[config.mk]
export PLATFORM = sky130hd
export DESIGN_NAME = frs_front
export DESIGN_NICKNAME = d
export VERILOG_FILES = /design/src/rtl/frs_pkg.sv /design/src/rtl/frs_sync.sv /design/src/rtl/frs_front.sv
export SDC_FILE = /design/constraint.sdc
export NUM_CORES = 1
export LEC_CHECK = 0
export ABC_AREA = 1
export BUFFER_PORTS_ARGS = -buffer_cell sky130_fd_sc_hd__buf_2
export CAP_MARGIN = 20
export CORE_UTILIZATION = 35
export CTS_BUF_LIST = sky130_fd_sc_hd__clkbuf_2 sky130_fd_sc_hd__clkbuf_4 sky130_fd_sc_hd__clkbuf_8
export CTS_CLUSTER_DIAMETER = 120
export DETAILED_ROUTE_END_ITERATION = 10
export PLACE_DENSITY = 0.55
export SYNTH_ARGS = -nofsm -noshare
export SYNTH_HDL_FRONTEND = slang
export SYNTH_SLANG_ARGS = --single-unit
[constraint.sdc]
create_clock -name core_clk_i -period 3.05 [get_ports core_clk_i]
set_clock_uncertainty 0.2 [all_clocks]
set_input_delay 0 -clock core_clk_i [delete_from_list [all_inputs] [get_ports core_clk_i]]
set_output_delay 0 -clock core_clk_i [all_outputs]
set_load 0.1 [all_outputs]
[src/rtl/frs_pkg.sv]
/*
 * Shared constants and carrier types for the field reference and
 * format select front end.
 * Assumes a single 40 MHz core clock and a synchronous active-high reset.
 */
package frs_pkg;

    // ==================================================================
    // Widths and counts
    // ==================================================================
    localparam int unsigned FMT_W        = 6;
    localparam int unsigned SYNC_STAGES  = 2;
    localparam int unsigned VID_CLOCKS   = 8;
    localparam int unsigned GFX_CLOCKS   = 13;
    localparam int unsigned VID_FORMATS  = 35;
    localparam int unsigned GFX_FORMATS  = 13;
    localparam int unsigned STABLE_COUNT = 4;
    localparam logic [2:0]  STABLE_LAST  = 3'h3;

    // ==================================================================
    // Reset values
    // ==================================================================
    localparam logic [5:0]  FMT_RESET    = 6'h00;
    localparam logic [2:0]  CNT_RESET    = 3'h0;

    // ==================================================================
    // Format classes
    // ==================================================================
    typedef enum logic [3:0] {
        FRS_CLASS_NONE  = 4'b0001,
        FRS_CLASS_VIDEO = 4'b0010,
        FRS_CLASS_GFX   = 4'b0100,
        FRS_CLASS_BAD   = 4'b1000
    } frs_class_t;

    // ==================================================================
    // Carriers
    // ==================================================================
    typedef struct packed {
        logic [5:0] code;
        logic       video;
        logic       graphics;
        logic       valid;
    } frs_format_t;

    typedef struct packed {
        logic       present;
        logic       first_field;
        logic       field_edge;
    } frs_field_t;

    // ==================================================================
    // Code map: 0 none, 1..35 video, 36..48 graphics, rest unsupported
    // ==================================================================
    localparam logic [5:0]  VID_FIRST    = 6'h01;
    localparam logic [5:0]  VID_LAST     = 6'h23;
    localparam logic [5:0]  GFX_FIRST    = 6'h24;
    localparam logic [5:0]  GFX_LAST     = 6'h30;

endpackage : frs_pkg

[src/rtl/frs_sync.sv]
/*
 * Two-stage level synchroniser of parameterised width.
 * Assumes the input is asynchronous to core_clk_i.
 */
`timescale 1ns/1ps
module frs_sync #(
    parameter int unsigned WIDTH = 1
) (
    input  wire logic             core_clk_i,
    input  wire logic             reset_i,
    input  wire logic [WIDTH-1:0] async_i,
    output logic      [WIDTH-1:0] sync_o
);
    logic [WIDTH-1:0] meta;

    // ==================================================================
    // Synchroniser
    // ==================================================================
    always_ff @(posedge core_clk_i) begin
        if (reset_i) begin
            meta   <= '0;
            sync_o <= '0;
        end else begin
            meta   <= async_i;
            sync_o <= meta;
        end
    end

endmodule : frs_sync

[src/rtl/frs_front.sv]
/*
 * Field reference and format select front end of a video timing generator.
 * Assumes field_ref_in and format_select arrive from pins, asynchronous
 * to core_clk_i, and that the reference source keeps its own conventions.
 */
`timescale 1ns/1ps
module frs_front
    import frs_pkg::*;
(
    input  wire logic                core_clk_i,
    input  wire logic                reset_i,
    input  wire logic                field_ref_in_i,
    input  wire logic [5:0]          format_select_i,
    input  wire logic                blanking_ref_i,
    output frs_pkg::frs_format_t     format_o,
    output frs_pkg::frs_field_t      field_o,
    output logic                     format_change_o
);
    import frs_pkg::*;

    logic       field_s;
    logic [5:0] fmt_s;
    logic       blank_s;
    logic       field_d;
    logic [5:0] fmt_cand;
    logic [2:0] fmt_cnt;
    logic       seen_high;
    frs_class_t fmt_class;

    // ==================================================================
    // Code classification
    // ==================================================================
    function automatic frs_class_t classify(input logic [5:0] c);
        if (c == FMT_RESET) begin
            classify = FRS_CLASS_NONE;
        end else if (c >= VID_FIRST && c <= VID_LAST) begin
            classify = FRS_CLASS_VIDEO;
        end else if (c >= GFX_FIRST && c <= GFX_LAST) begin
            classify = FRS_CLASS_GFX;
        end else begin
            classify = FRS_CLASS_BAD;
        end
    endfunction : classify

    // ==================================================================
    // Synchronisers
    // ==================================================================
    frs_sync #(.WIDTH(8)) u_sync (
        .core_clk_i (core_clk_i),
        .reset_i    (reset_i),
        .async_i    ({blanking_ref_i, field_ref_in_i, format_select_i}),
        .sync_o     ({blank_s, field_s, fmt_s})
    );

    // ==================================================================
    // Format select debounce
    // ==================================================================
    // A multi-bit pin bus can be caught mid-transition, so a new code is
    // accepted only after it has held for several cycles.
    always_ff @(posedge core_clk_i) begin
        if (reset_i) begin
            fmt_cand <= FMT_RESET;
            fmt_cnt  <= CNT_RESET;
        end else if (fmt_s != fmt_cand) begin
            fmt_cand <= fmt_s;
            fmt_cnt  <= CNT_RESET;
        end else if (fmt_cnt != STABLE_LAST) begin
            fmt_cnt  <= fmt_cnt + 3'h1;
        end
    end

    assign fmt_class = classify(fmt_cand);

    always_ff @(posedge core_clk_i) begin
        if (reset_i) begin
            format_o        <= '0;
            format_change_o <= 1'b0;
        end else begin
            format_change_o <= 1'b0;
            if (fmt_cnt == STABLE_LAST && format_o.code != fmt_cand) begin
                format_o.code     <= fmt_cand;
                format_o.video    <= (fmt_class == FRS_CLASS_VIDEO);
                format_o.graphics <= (fmt_class == FRS_CLASS_GFX);
                format_o.valid    <= (fmt_class == FRS_CLASS_VIDEO)
                                   || (fmt_class == FRS_CLASS_GFX);
                format_change_o   <= 1'b1;
            end
        end
    end

    // ==================================================================
    // Field identification
    // ==================================================================
    // A reference that never goes high is treated as absent, which is
    // what a source without field sync presents.
    always_ff @(posedge core_clk_i) begin
        if (reset_i) begin
            field_d   <= 1'b0;
            seen_high <= 1'b0;
            field_o   <= '0;
        end else begin
            field_d <= field_s;
            if (field_s) begin
                seen_high <= 1'b1;
            end
            field_o.present     <= seen_high | field_s;
            // Sync-based: high marks the first field; blanking-based: high
            // marks the second, so the sense is inverted.
            field_o.first_field <= (seen_high | field_s)
                                 & (field_s ^ blank_s);
            field_o.field_edge  <= field_s ^ field_d;
        end
    end

endmodule : frs_front

# --- Word-level counts from Yosys, hierarchy flattened ---
# Index checks and enable logic that the tools add are counted.
classes:
  eq_ne: 6
  n_mux: 4
  reduce_logical: 6
  n_lt_le_gt_ge: 4
  n_bitwise: 4
  addsub: 1
op_table:
  columns: ["op", "n"]
  rows:
  - ["6-bit <= comparator, second input constant", 2]
  - ["4-bit two-way mux", 3]
  - ["6-bit inequality test", 2]
  - ["6-bit by 1-bit >= comparator with 1-bit output, second input constant", 1]
  - ["6-bit >= comparator, second input constant", 1]
  - ["6-bit logical NOT", 1]
  - ["4-bit by 2-bit == test with 1-bit output, second input constant", 1]
  - ["4-bit by 3-bit == test with 1-bit output, second input constant", 1]
  - ["3-bit by 1-bit adder with 3-bit output, second input constant", 1]
  - ["3-bit by 2-bit == test with 1-bit output, second input constant", 1]
  - ["1-bit logical AND", 3]
  - ["3-bit by 2-bit inequality test with 1-bit output, second input constant", 1]
  - ["2-bit OR reduction", 1]
  - ["1-bit XOR", 2]
  - ["1-bit bitwise AND", 1]
  - ["1-bit logical OR", 1]
  - ["1-bit two-way mux", 1]
  - ["1-bit OR", 1]
totals:
  in_bits: 10
  register_bits: 40
  wordCells: 39
  output_inout_bits: 13

# --- Logic depth before layout (Yosys ltp) ---
# Gate-level depths: netlist (run 1).
depth:
  depth_word: 7
  mapped_depth: 9
  depth_no_buf: 9

# --- Hierarchy ---
# A second synthesis (run 1) with hierarchy kept.
unflattened:
  cells_unflattened: 199
  hier_area_um2: 1560.2
modules_own_cells:
  columns: ["module", "seq_area_each_um2", "n_inst", "area_per_inst_um2", "cells_per_inst"]
  rows:
  - ["frs_front", 480.5, 1, 1086.0, 149]
  - ["frs_sync", 320.3, 1, 474.2, 50]

# --- Worst setup path after synthesis (run 1) ---
# No wires, ideal clock.
synth_path:
  kind: "reg-to-reg"
  startpoint: "register format_o[4] in the netlist's numbering"
  endpoint: "register format_o[3] in the netlist's numbering"
  n_path_buf: 0
  setup_time_ps: 116
  arrival_time_ps: 1678
  path_slack_ps: 1057
  path_stages_with_launch: 10
  synth_period_minus_slack_ps: 1993
  required_ps: 2734
  cell_sequence: "dfxtp_1 -> inv_1 -> nand2_1 -> nand2_1 -> nor2_2 -> nand3_4 -> nand2_4 -> inv_2 -> nor2_1 -> nor2_1"
synth_between:
  elab_chain_cells: 2
synth_rtl:
  columns: ["item", "line", "text"]
  rows:
  - ["start: declaration", "frs_front.sv:15", "output frs_pkg::frs_format_t format_o,"]
  - ["6-bit inequality test", "frs_front.sv:80", "if (fmt_cnt == STABLE_LAST && format_o.code != fmt_cand) begin"]
  - ["1-bit logical AND", "frs_front.sv:80", null]
# No other way between the ends.
# A chain may end at the register's enable or synchronous reset.

# --- Final worst setup path (run 1) ---
layout_path:
  startpoint: "register fmt_cnt[0]"
  endpoint: "register fmt_cnt[1]"
layout_between:
  elab_chain_cells: 1
  elab_cells_between_ends: 2
  cone_classes: "add/sub (1); eq/ne (1)"
layout_rtl:
  columns: ["item", "line", "text"]
  rows:
  - ["start: declaration", "frs_front.sv:26", "logic [2:0] fmt_cnt;"]
  - ["start signal: assignment", "frs_front.sv:68", "fmt_cnt <= fmt_cnt + 3'h1;"]
  - ["3-bit by 1-bit adder with 3-bit output or 3-bit by 2-bit inequality test with 1-bit output (tied branches)", "frs_front.sv:68, frs_front.sv:67", null]
# Parallel ways exist; a longest one is shown, timed or not.

==> metrics.yaml, run 1 <==
vias_per_cell: 4.07
reg2reg_depth: 4
num_vias: 1143
r2r_end: "fmt_cnt[1]"
hp-class: "input pin to register"
cts_hold_buf: 8
drive_gt1_share_pct: 18.2
drc: 0
fp.dieH_um: 68.4
irDropWorstVdd_mv: 0.273
synth_cell_types: 19
worstSkewPairLatency_ns: 0.28
crit_top_cell: "ha_1"
fin_area_um2: 1870
cts_tree: "yes"
synthCells: 198
worstMarginPinSlew_ns: 0.664
initial_core_util_pct: 37.5
setup_ws_ns: 1.33
final_util_pct: 45.5
drv_slew: 0
setup_viol: 0
grt_max_degree: 39
cpMaxStageDelayCell: "ha_1"
max_freq_ghz: 0.581
met1_length_mm: 1.14
synth_xor_area_share_pct: 2.84
hold_viol_final: 0
drt_pass1_iterations: 3
synth_seq_cells: 40
fp.dieW_um: 68.4
ys_seq_area_share_pct: 51.9
r2r-start: "fmt_cnt[0]"
synth-simple-area-share_pct: 24.7
wl_per_cell_um: 8.48
yosys_warnings: 0
io_buffers: 22
syn_area_um2: 1540
clk_path_buf_depth: 2
worstHoldEndpoint: "fmt_cand[1]"
ctsResizeCount: 0
drt_iter0_drc: 22
cp_top_family: "adder cells"
ctsRootBufferMaster: "clkbuf_8"
finalCritPeriodShare_pct: 56.4
post_cts_buffers: 0
synth_fp_nets: 210
wl_met2_mm: 1.11
final_common_cell: "dfxtp_1"
top_layer_used: "met4"
nNetsFinal: 242
setup_tns_ns: 0
synthAdderAreaFrac_pct: 1.62
p_leak_uw: 0.000920
synth_top_family_by_area: "simple AND/OR/NAND/NOR gates"
maxCapViolCount: 0
synth_mux_area_share_pct: 3.24
drt_wl_total_mm: 2.38
core_area_um2: 4120
critPathBufInv: 0
crit_path_cell_trace: "ha_1 -> ha_1 -> mux2i_1 -> nor3_1"
criticalPathCategory: "register to register"
fillers: 427
startpoint: "fmt_cnt[0]"
final_cell_mix: "dfxtp_1 (40), nor2_1 (39), nand2_1 (35)"
clock_sinks: 40
endpoint_kind: "register"
area_delta_synth_final_pct: 21.4
grtUsageTotal_pct: 13.0
die_area_um2: 4680
antenna_cells: 0
relSlewSlack_pct: 55.7
critPathArrivalTime_ns: 1.67
numCtsBuffers: 5
rows: 23
dp_slack_ns: 1.30
antenna_found_initial: 0
grt_pass1_vias: 1117
finalPower_uw: 1050
route.antenna.remaining_nets: 0
cts.reportedPaths.clkPinSlew_ns: 0.07
cp_max_fo: 14
dp_hpwl_mm: 1.63
overflow: 0
rrSetupSlack_ns: 1.33
dr_wl_met3_um: 86
htree_levels: 2
grt_pass1_wl_mm: 4.40
synth-compound-area-share_pct: 3.81
max_stage_delay_ns: 0.56
layout_min_cycle_time_ns: 1.72
cellPowerDensity_nw_per_um2: 560
outcome: "finished, final reports clean"
cp-start-kind: "register"
min_path_cells: 2
rsz0062_at_grt: "no"
syn_area_per_cell_um2: 7.79
postPlaceCellArea_um2: 1680
place.gp.congestion: 0.729
hold_start: "reset_i"
cp.required_ns: 3.00
ioPinCount: 23
[cell type report]
| cell class | count | area (um2) | share of cell area (%) |
|---|---|---|---|
| multi-input cells | 113 | 558 | 29.8 |
| clock inverters | 3 | 42.5 | 2.27 |
| inverters | 40 | 150 | 8.02 |
| well taps | 50 | 62.6 | 3.34 |
| clock buffers | 5 | 68.8 | 3.67 |
| flip-flops and latches | 40 | 801 | 42.8 |
| repair buffers | 30 | 190 | 10.2 |
[layer usage]
layer / vias to the layer above / global-route usage (%)
met5: - / 0
met4: 0 / 5.47
met3: 4 / 4.50
met2: 19 / 23.7
met1: 473 / 13.3
li1: 647 / -
[cells by family (layout without fill, tap and decap cells)]
family          Yosys count  after routing
compound gates           11             11
xor+xnor                  5              5
fa+ha+maj                 2              2
buf+inv                  45             78
flops                    40             40
mux                       5              5
simple gates             90             90
[cells in the mapped netlist]
master    instances  area (um2)
dfxtp_1          40         801
nand3_4           1        17.5
o21ai_0           1        5.00
mux2i_1           5        50.1
a21oi_2           1        8.76
clkbuf_1          3        11.3
nand2_4           1        11.3
xnor2_1           1        8.76
nor2_2            3        18.8
nor2_1           39         146
a21oi_1           9        45.0
inv_1            34         128
nand3_1           7        35.0
nand2_1          35         131
buf_6             2        22.5
ha_1              2        25.0
inv_2             6        22.5
xor2_1            4        35.0
nor3_1            4        20.0
[where the power goes]
group          internal (uW)  total, uW  switching (uW)
Combinational           30.6       80.4            49.9
Clock                    242        420             178
Sequential               539        547            8.76
Total                    811       1050             237
[per-stage QoR]
stage / cells / hold WS (ns)
finish: 281 / 0.0300
detailed placement: 265 / 0.00535
global placement: 265 / 0.00310
CTS: 281 / 0.0446
floorplan: 198 / -0.0930
global route: 281 / 0.0718
[sequential cells by signal, indices dropped and copies added, names as in the netlist]
signal           flops
u_sync.sync_o        8
format_o             9
field_o              3
format_change_o      1
seen_high            1
u_sync.meta          8
fmt_cnt              3
field_d              1
fmt_cand             6
[worst max-delay path by stage]
stage	endpoint	slack [ns]	depth (start not counted)
finish	fmt_cnt[1]	1.33	4
global route	format_o[7]	1.17	4
CTS	format_o[7]	1.30	4
detailed placement	fmt_cnt[1]	1.30	4
global placement	fmt_cnt[1]	1.33	4
floorplan	format_o[3]	1.06	9
[worst register-to-register path: cells and delay by family (launching register included)]
family                     cells  cell delay [ns]
and+or+nand+nor                1             0.06
DFF                            1             0.35
adders and majority gates      2             0.72
muxes                          1             0.25
Note: power is estimated with default switching activity, not from simulation.
==> run 2, diff against run 1 <==
--- a/config.mk
+++ b/config.mk
@@ -5,14 +5,14 @@
 export SDC_FILE = /design/constraint.sdc
 export NUM_CORES = 1
 export LEC_CHECK = 0
-export ABC_AREA = 1
+export ABC_AREA = 0
 export BUFFER_PORTS_ARGS = -buffer_cell sky130_fd_sc_hd__buf_2
 export CAP_MARGIN = 20
 export CORE_UTILIZATION = 35
 export CTS_BUF_LIST = sky130_fd_sc_hd__clkbuf_2 sky130_fd_sc_hd__clkbuf_4 sky130_fd_sc_hd__clkbuf_8
 export CTS_CLUSTER_DIAMETER = 120
 export DETAILED_ROUTE_END_ITERATION = 10
-export PLACE_DENSITY = 0.55
+export PLACE_DENSITY = 0.58
 export SYNTH_ARGS = -nofsm -noshare
 export SYNTH_HDL_FRONTEND = slang
 export SYNTH_SLANG_ARGS = --single-unit
==> constraint.sdc (replaced) <==
create_clock -name core_clk_i -period 1.51 [get_ports core_clk_i]
set_clock_uncertainty 0.2 [all_clocks]
set_input_delay 0 -clock core_clk_i [delete_from_list [all_inputs] [get_ports core_clk_i]]
set_output_delay 0 -clock core_clk_i [all_outputs]
set_load 0.1 [all_outputs]
==> metrics.yaml, run 2 <==
layout_min_cycle_time_ns: 1.69  # was 1.72 ns
r2r-start: "fmt_cand[3]"  # was fmt_cnt[0]
outcome: "complete, but fails checks"  # was finished, final reports clean
relSlewSlack_pct: 67.8  # was 55.7%
synth_cell_types: 25  # was 19
grt_pass1_vias: 1001  # was 1117
max_freq_ghz: 0.593  # was 0.581 GHz
synth_fp_nets: 150  # was 210
netlist_top_cells_area: "dfxtp_1 (55%), nor2b_1 (9.8%), mux2i_1 (6.8%), xnor2_1 (6.6%), nand2b_1 (4.3%)"  # was dfxtp_1 (52%), nor2_1 (9.5%), nand2_1 (8.5%), inv_1 (8.3%), mux2i_1 (3.2%)
synth_edf_count: 0  # unchanged
whs_ns: 0.236  # was 0.0300 ns
synth_top_area_share_pct: 54.6  # was 51.9%
r2r_end: "format_o[0]"  # was fmt_cnt[1]
hp-class: "register to register"  # was input pin to register
io_buffers: 22  # unchanged
drc: 0  # unchanged
grt_pass1_wl_mm: 4.16  # was 4.40 mm
endpoint_kind: "register"  # unchanged
ys_seq_area_share_pct: 54.6  # was 51.9%
rows: 23  # unchanged
htree_levels: 2  # unchanged
worstSkewPairLatency_ns: 0.29  # was 0.28 ns
final_common_cell: "dfxtp_1"  # unchanged
ys.flop_type: "dfxtp_1"  # unchanged
p_leak_uw: 0.000849  # was 0.000920 uW
drv_slew: 0  # unchanged
grtUsageTotal_pct: 13.1  # was 13.0%
cellPowerDensity_nw_per_um2: 1130  # was 560 nW/um2
syn_area_per_cell_um2: 10.6  # was 7.79 um2
clock_sinks: 40  # unchanged
dp_hpwl_mm: 1.75  # was 1.63 mm
yosys_warnings: 0  # unchanged
drive_gt1_share_pct: 36.1  # was 18.2%
fp.dieW_um: 66.8  # was 68.4 um
nNetsFinal: 191  # was 242
rsz0062_at_grt: "yes"  # was no
antenna_cells: 0  # unchanged
ctsRootBufferMaster: "clkbuf_8"  # unchanged
ioPinCount: 23  # unchanged
multi_input_area_um2: 702  # was 558 um2
setup_ws_ns: -0.177  # was 1.33 ns
cts.reportedPaths.clkPinSlew_ns: 0.07  # about the same
wl_per_cell_um: 10.7  # was 8.48 um
postPlaceCellArea_um2: 1700  # was 1680 um2
maxCapViolCount: 0  # unchanged
min_path_cells: 1  # was 2
synth.cells.most_frequent: "dfxtp_1 (40), nor2b_1 (23), nor2_1 (11), xnor2_1 (11)"  # was dfxtp_1 (40), nor2_1 (39), nand2_1 (35), inv_1 (34), a21oi_1 (9)
cp.required_ns: 1.53  # was 3.00 ns
place.gp.congestion: 0.719  # was 0.729
reg2reg_depth: 4  # unchanged
drt_pass1_iterations: 4  # was 3
cts_tree: "yes"  # unchanged
synthArstFlopShare_pct: 0  # unchanged
die_area_um2: 4460  # was 4680 um2
cp_max_fo: 3  # was 14
synth_largest_area_cell: "dfxtp_1"  # unchanged
irDropWorstVdd_mv: 0.710  # was 0.273 mV
syn_area_um2: 1470  # was 1540 um2
largest_register: "format_o"  # unchanged
criticalPathCategory: "register to register"  # unchanged
hold_viol_final: 0  # unchanged
synth_most_common_cell: "dfxtp_1"  # unchanged
cp-start-kind: "register"  # unchanged
finalCritPeriodShare_pct: 112  # was 56.4%
setup_viol: 7  # was 0
area_delta_synth_final_pct: 38.4  # was 21.4%
grt_max_degree: 28  # was 39
core_area_um2: 4000  # was 4120 um2
largestRegisters: "format_o (9), u_sync.meta (8), u_sync.sync_o (8)"  # unchanged
critPathArrivalTime_ns: 1.71  # was 1.67 ns
largest_reg_flops: 9  # unchanged
initial_core_util_pct: 36.7  # was 37.5%
route.antenna.remaining_nets: 0  # unchanged
worstMarginPinSlew_ns: 0.487  # was 0.664 ns
final_cell_mix: "dfxtp_1 (29), nor2b_1 (23), buf_2 (22)"  # was dfxtp_1 (40), nor2_1 (39), nand2_1 (35)
ff_latch_area_um2: 830  # was 801 um2
finalPower_uw: 2290  # was 1050 uW
clk_path_buf_depth: 2  # unchanged
fin_area_um2: 2030  # was 1870 um2
synthCells: 138  # was 198
setup_tns_ns: -0.430  # was 0 ns
synth_seq_cells: 40  # unchanged
violations: "setup timing"
rrSetupSlack_ns: -0.18  # was 1.33 ns
drt_iter0_drc: 45  # was 22
antenna_found_initial: 0  # unchanged
numCtsBuffers: 5  # unchanged
fillers: 367  # was 427
drt_wl_total_mm: 2.47  # was 2.38 mm
worstHoldEndpoint: "u_sync.sync_o[2]"  # was fmt_cand[1]
vias_per_cell: 4.41  # was 4.07
final_util_pct: 50.8  # was 45.5%
overflow: 0  # unchanged
hold_start: "u_sync.meta[2]"  # was reset_i
fp.dieH_um: 66.8  # was 68.4 um
num_vias: 1015  # was 1143
-- run 2: report_power, final --
| group | switching, uW | leakage [uW] | internal (uW) | total [uW] |
|---|---|---|---|---|
| Sequential | 14.8 | 0.000334 | 1080 | 1090 |
| Combinational | 84.5 | 0.000446 | 84.4 | 169 |
| Clock | 350 | 0.0000688 | 678 | 1030 |
-- run 2: kinds of logic (layout without fill, tap and decap cells) --
kind of cell / Yosys count / in the layout / share of synthesized area (%)
muxes: 10 / 10 / 6.82
xor gates and xnor gates: 15 / 15 / 8.95
and+or+nand+nor: 58 / 58 / 22.6
adders and majority gates: 2 / 2 / 1.70
buffers and inverters: 9 / 51 / 2.98
DFF: 40 / 40 / 54.6
AOI/OAI and AO/OA: 4 / 4 / 2.39
-- run 2: what timing repair did --
| action | 4_1_cts | 5_1_grt |
|---|---|---|
| gates resized for setup | 14 | 6 |
| setup buffers | 2 | 0 |
| hold buffers | 9 | 0 |
| endpoints found under the hold margin | 12 | 0 |
| endpoints found under the setup margin | 7 | 10 |
| pin swaps | 6 | 4 |
-- run 2: how the worst max path moves through the flow --
stage	startpoint	end	slack, ns
floorplan	fmt_cand[0]	format_o[0]	-0.15
global placement	fmt_cand[0]	format_o[0]	-0.14
detailed placement	fmt_cand[0]	format_o[0]	-0.16
CTS	fmt_cand[0]	format_o[0]	-0.17
global route	fmt_cand[3]	format_o[0]	-0.23
finish	fmt_cand[3]	format_o[0]	-0.18
-- run 2: metal layers --
| metal | wire (um) | up-vias | global-route usage (%) |
|---|---|---|---|
| li1 | - | 521 | - |
| met5 | 0 | - | 0 |
| met3 | 98 | 8 | 3.60 |
| met1 | 1010 | 466 | 13.2 |
| met4 | 63 | 0 | 8.78 |
| met2 | 1300 | 20 | 23.2 |
-- run 2: final cells by class --
cell class / count / share of cell area (%)
multi-input combinational: 89 / 34.5
sequential: 40 / 40.8
inverter: 1 / 0.185
tap: 50 / 3.08
timing repair buffer: 42 / 14.7
clock inverter: 2 / 2.96
clock buffer: 6 / 3.76
-- run 2: worst max-delay path: stages (launching register included) --
cell	delay [ns]
dfxtp_2	0.33
or4_4	0.53
and3_4	0.16
or3_1	0.29
mux2i_1	0.12
-- run 2: per-stage QoR --
step,std cells,setup slack [ns]
2_1_floorplan,138,-0.147
3_3_place_gp,211,-0.141
3_5_place_dp,211,-0.156
4_1_cts,230,-0.173
5_1_grt,230,-0.232
6_report,230,-0.177
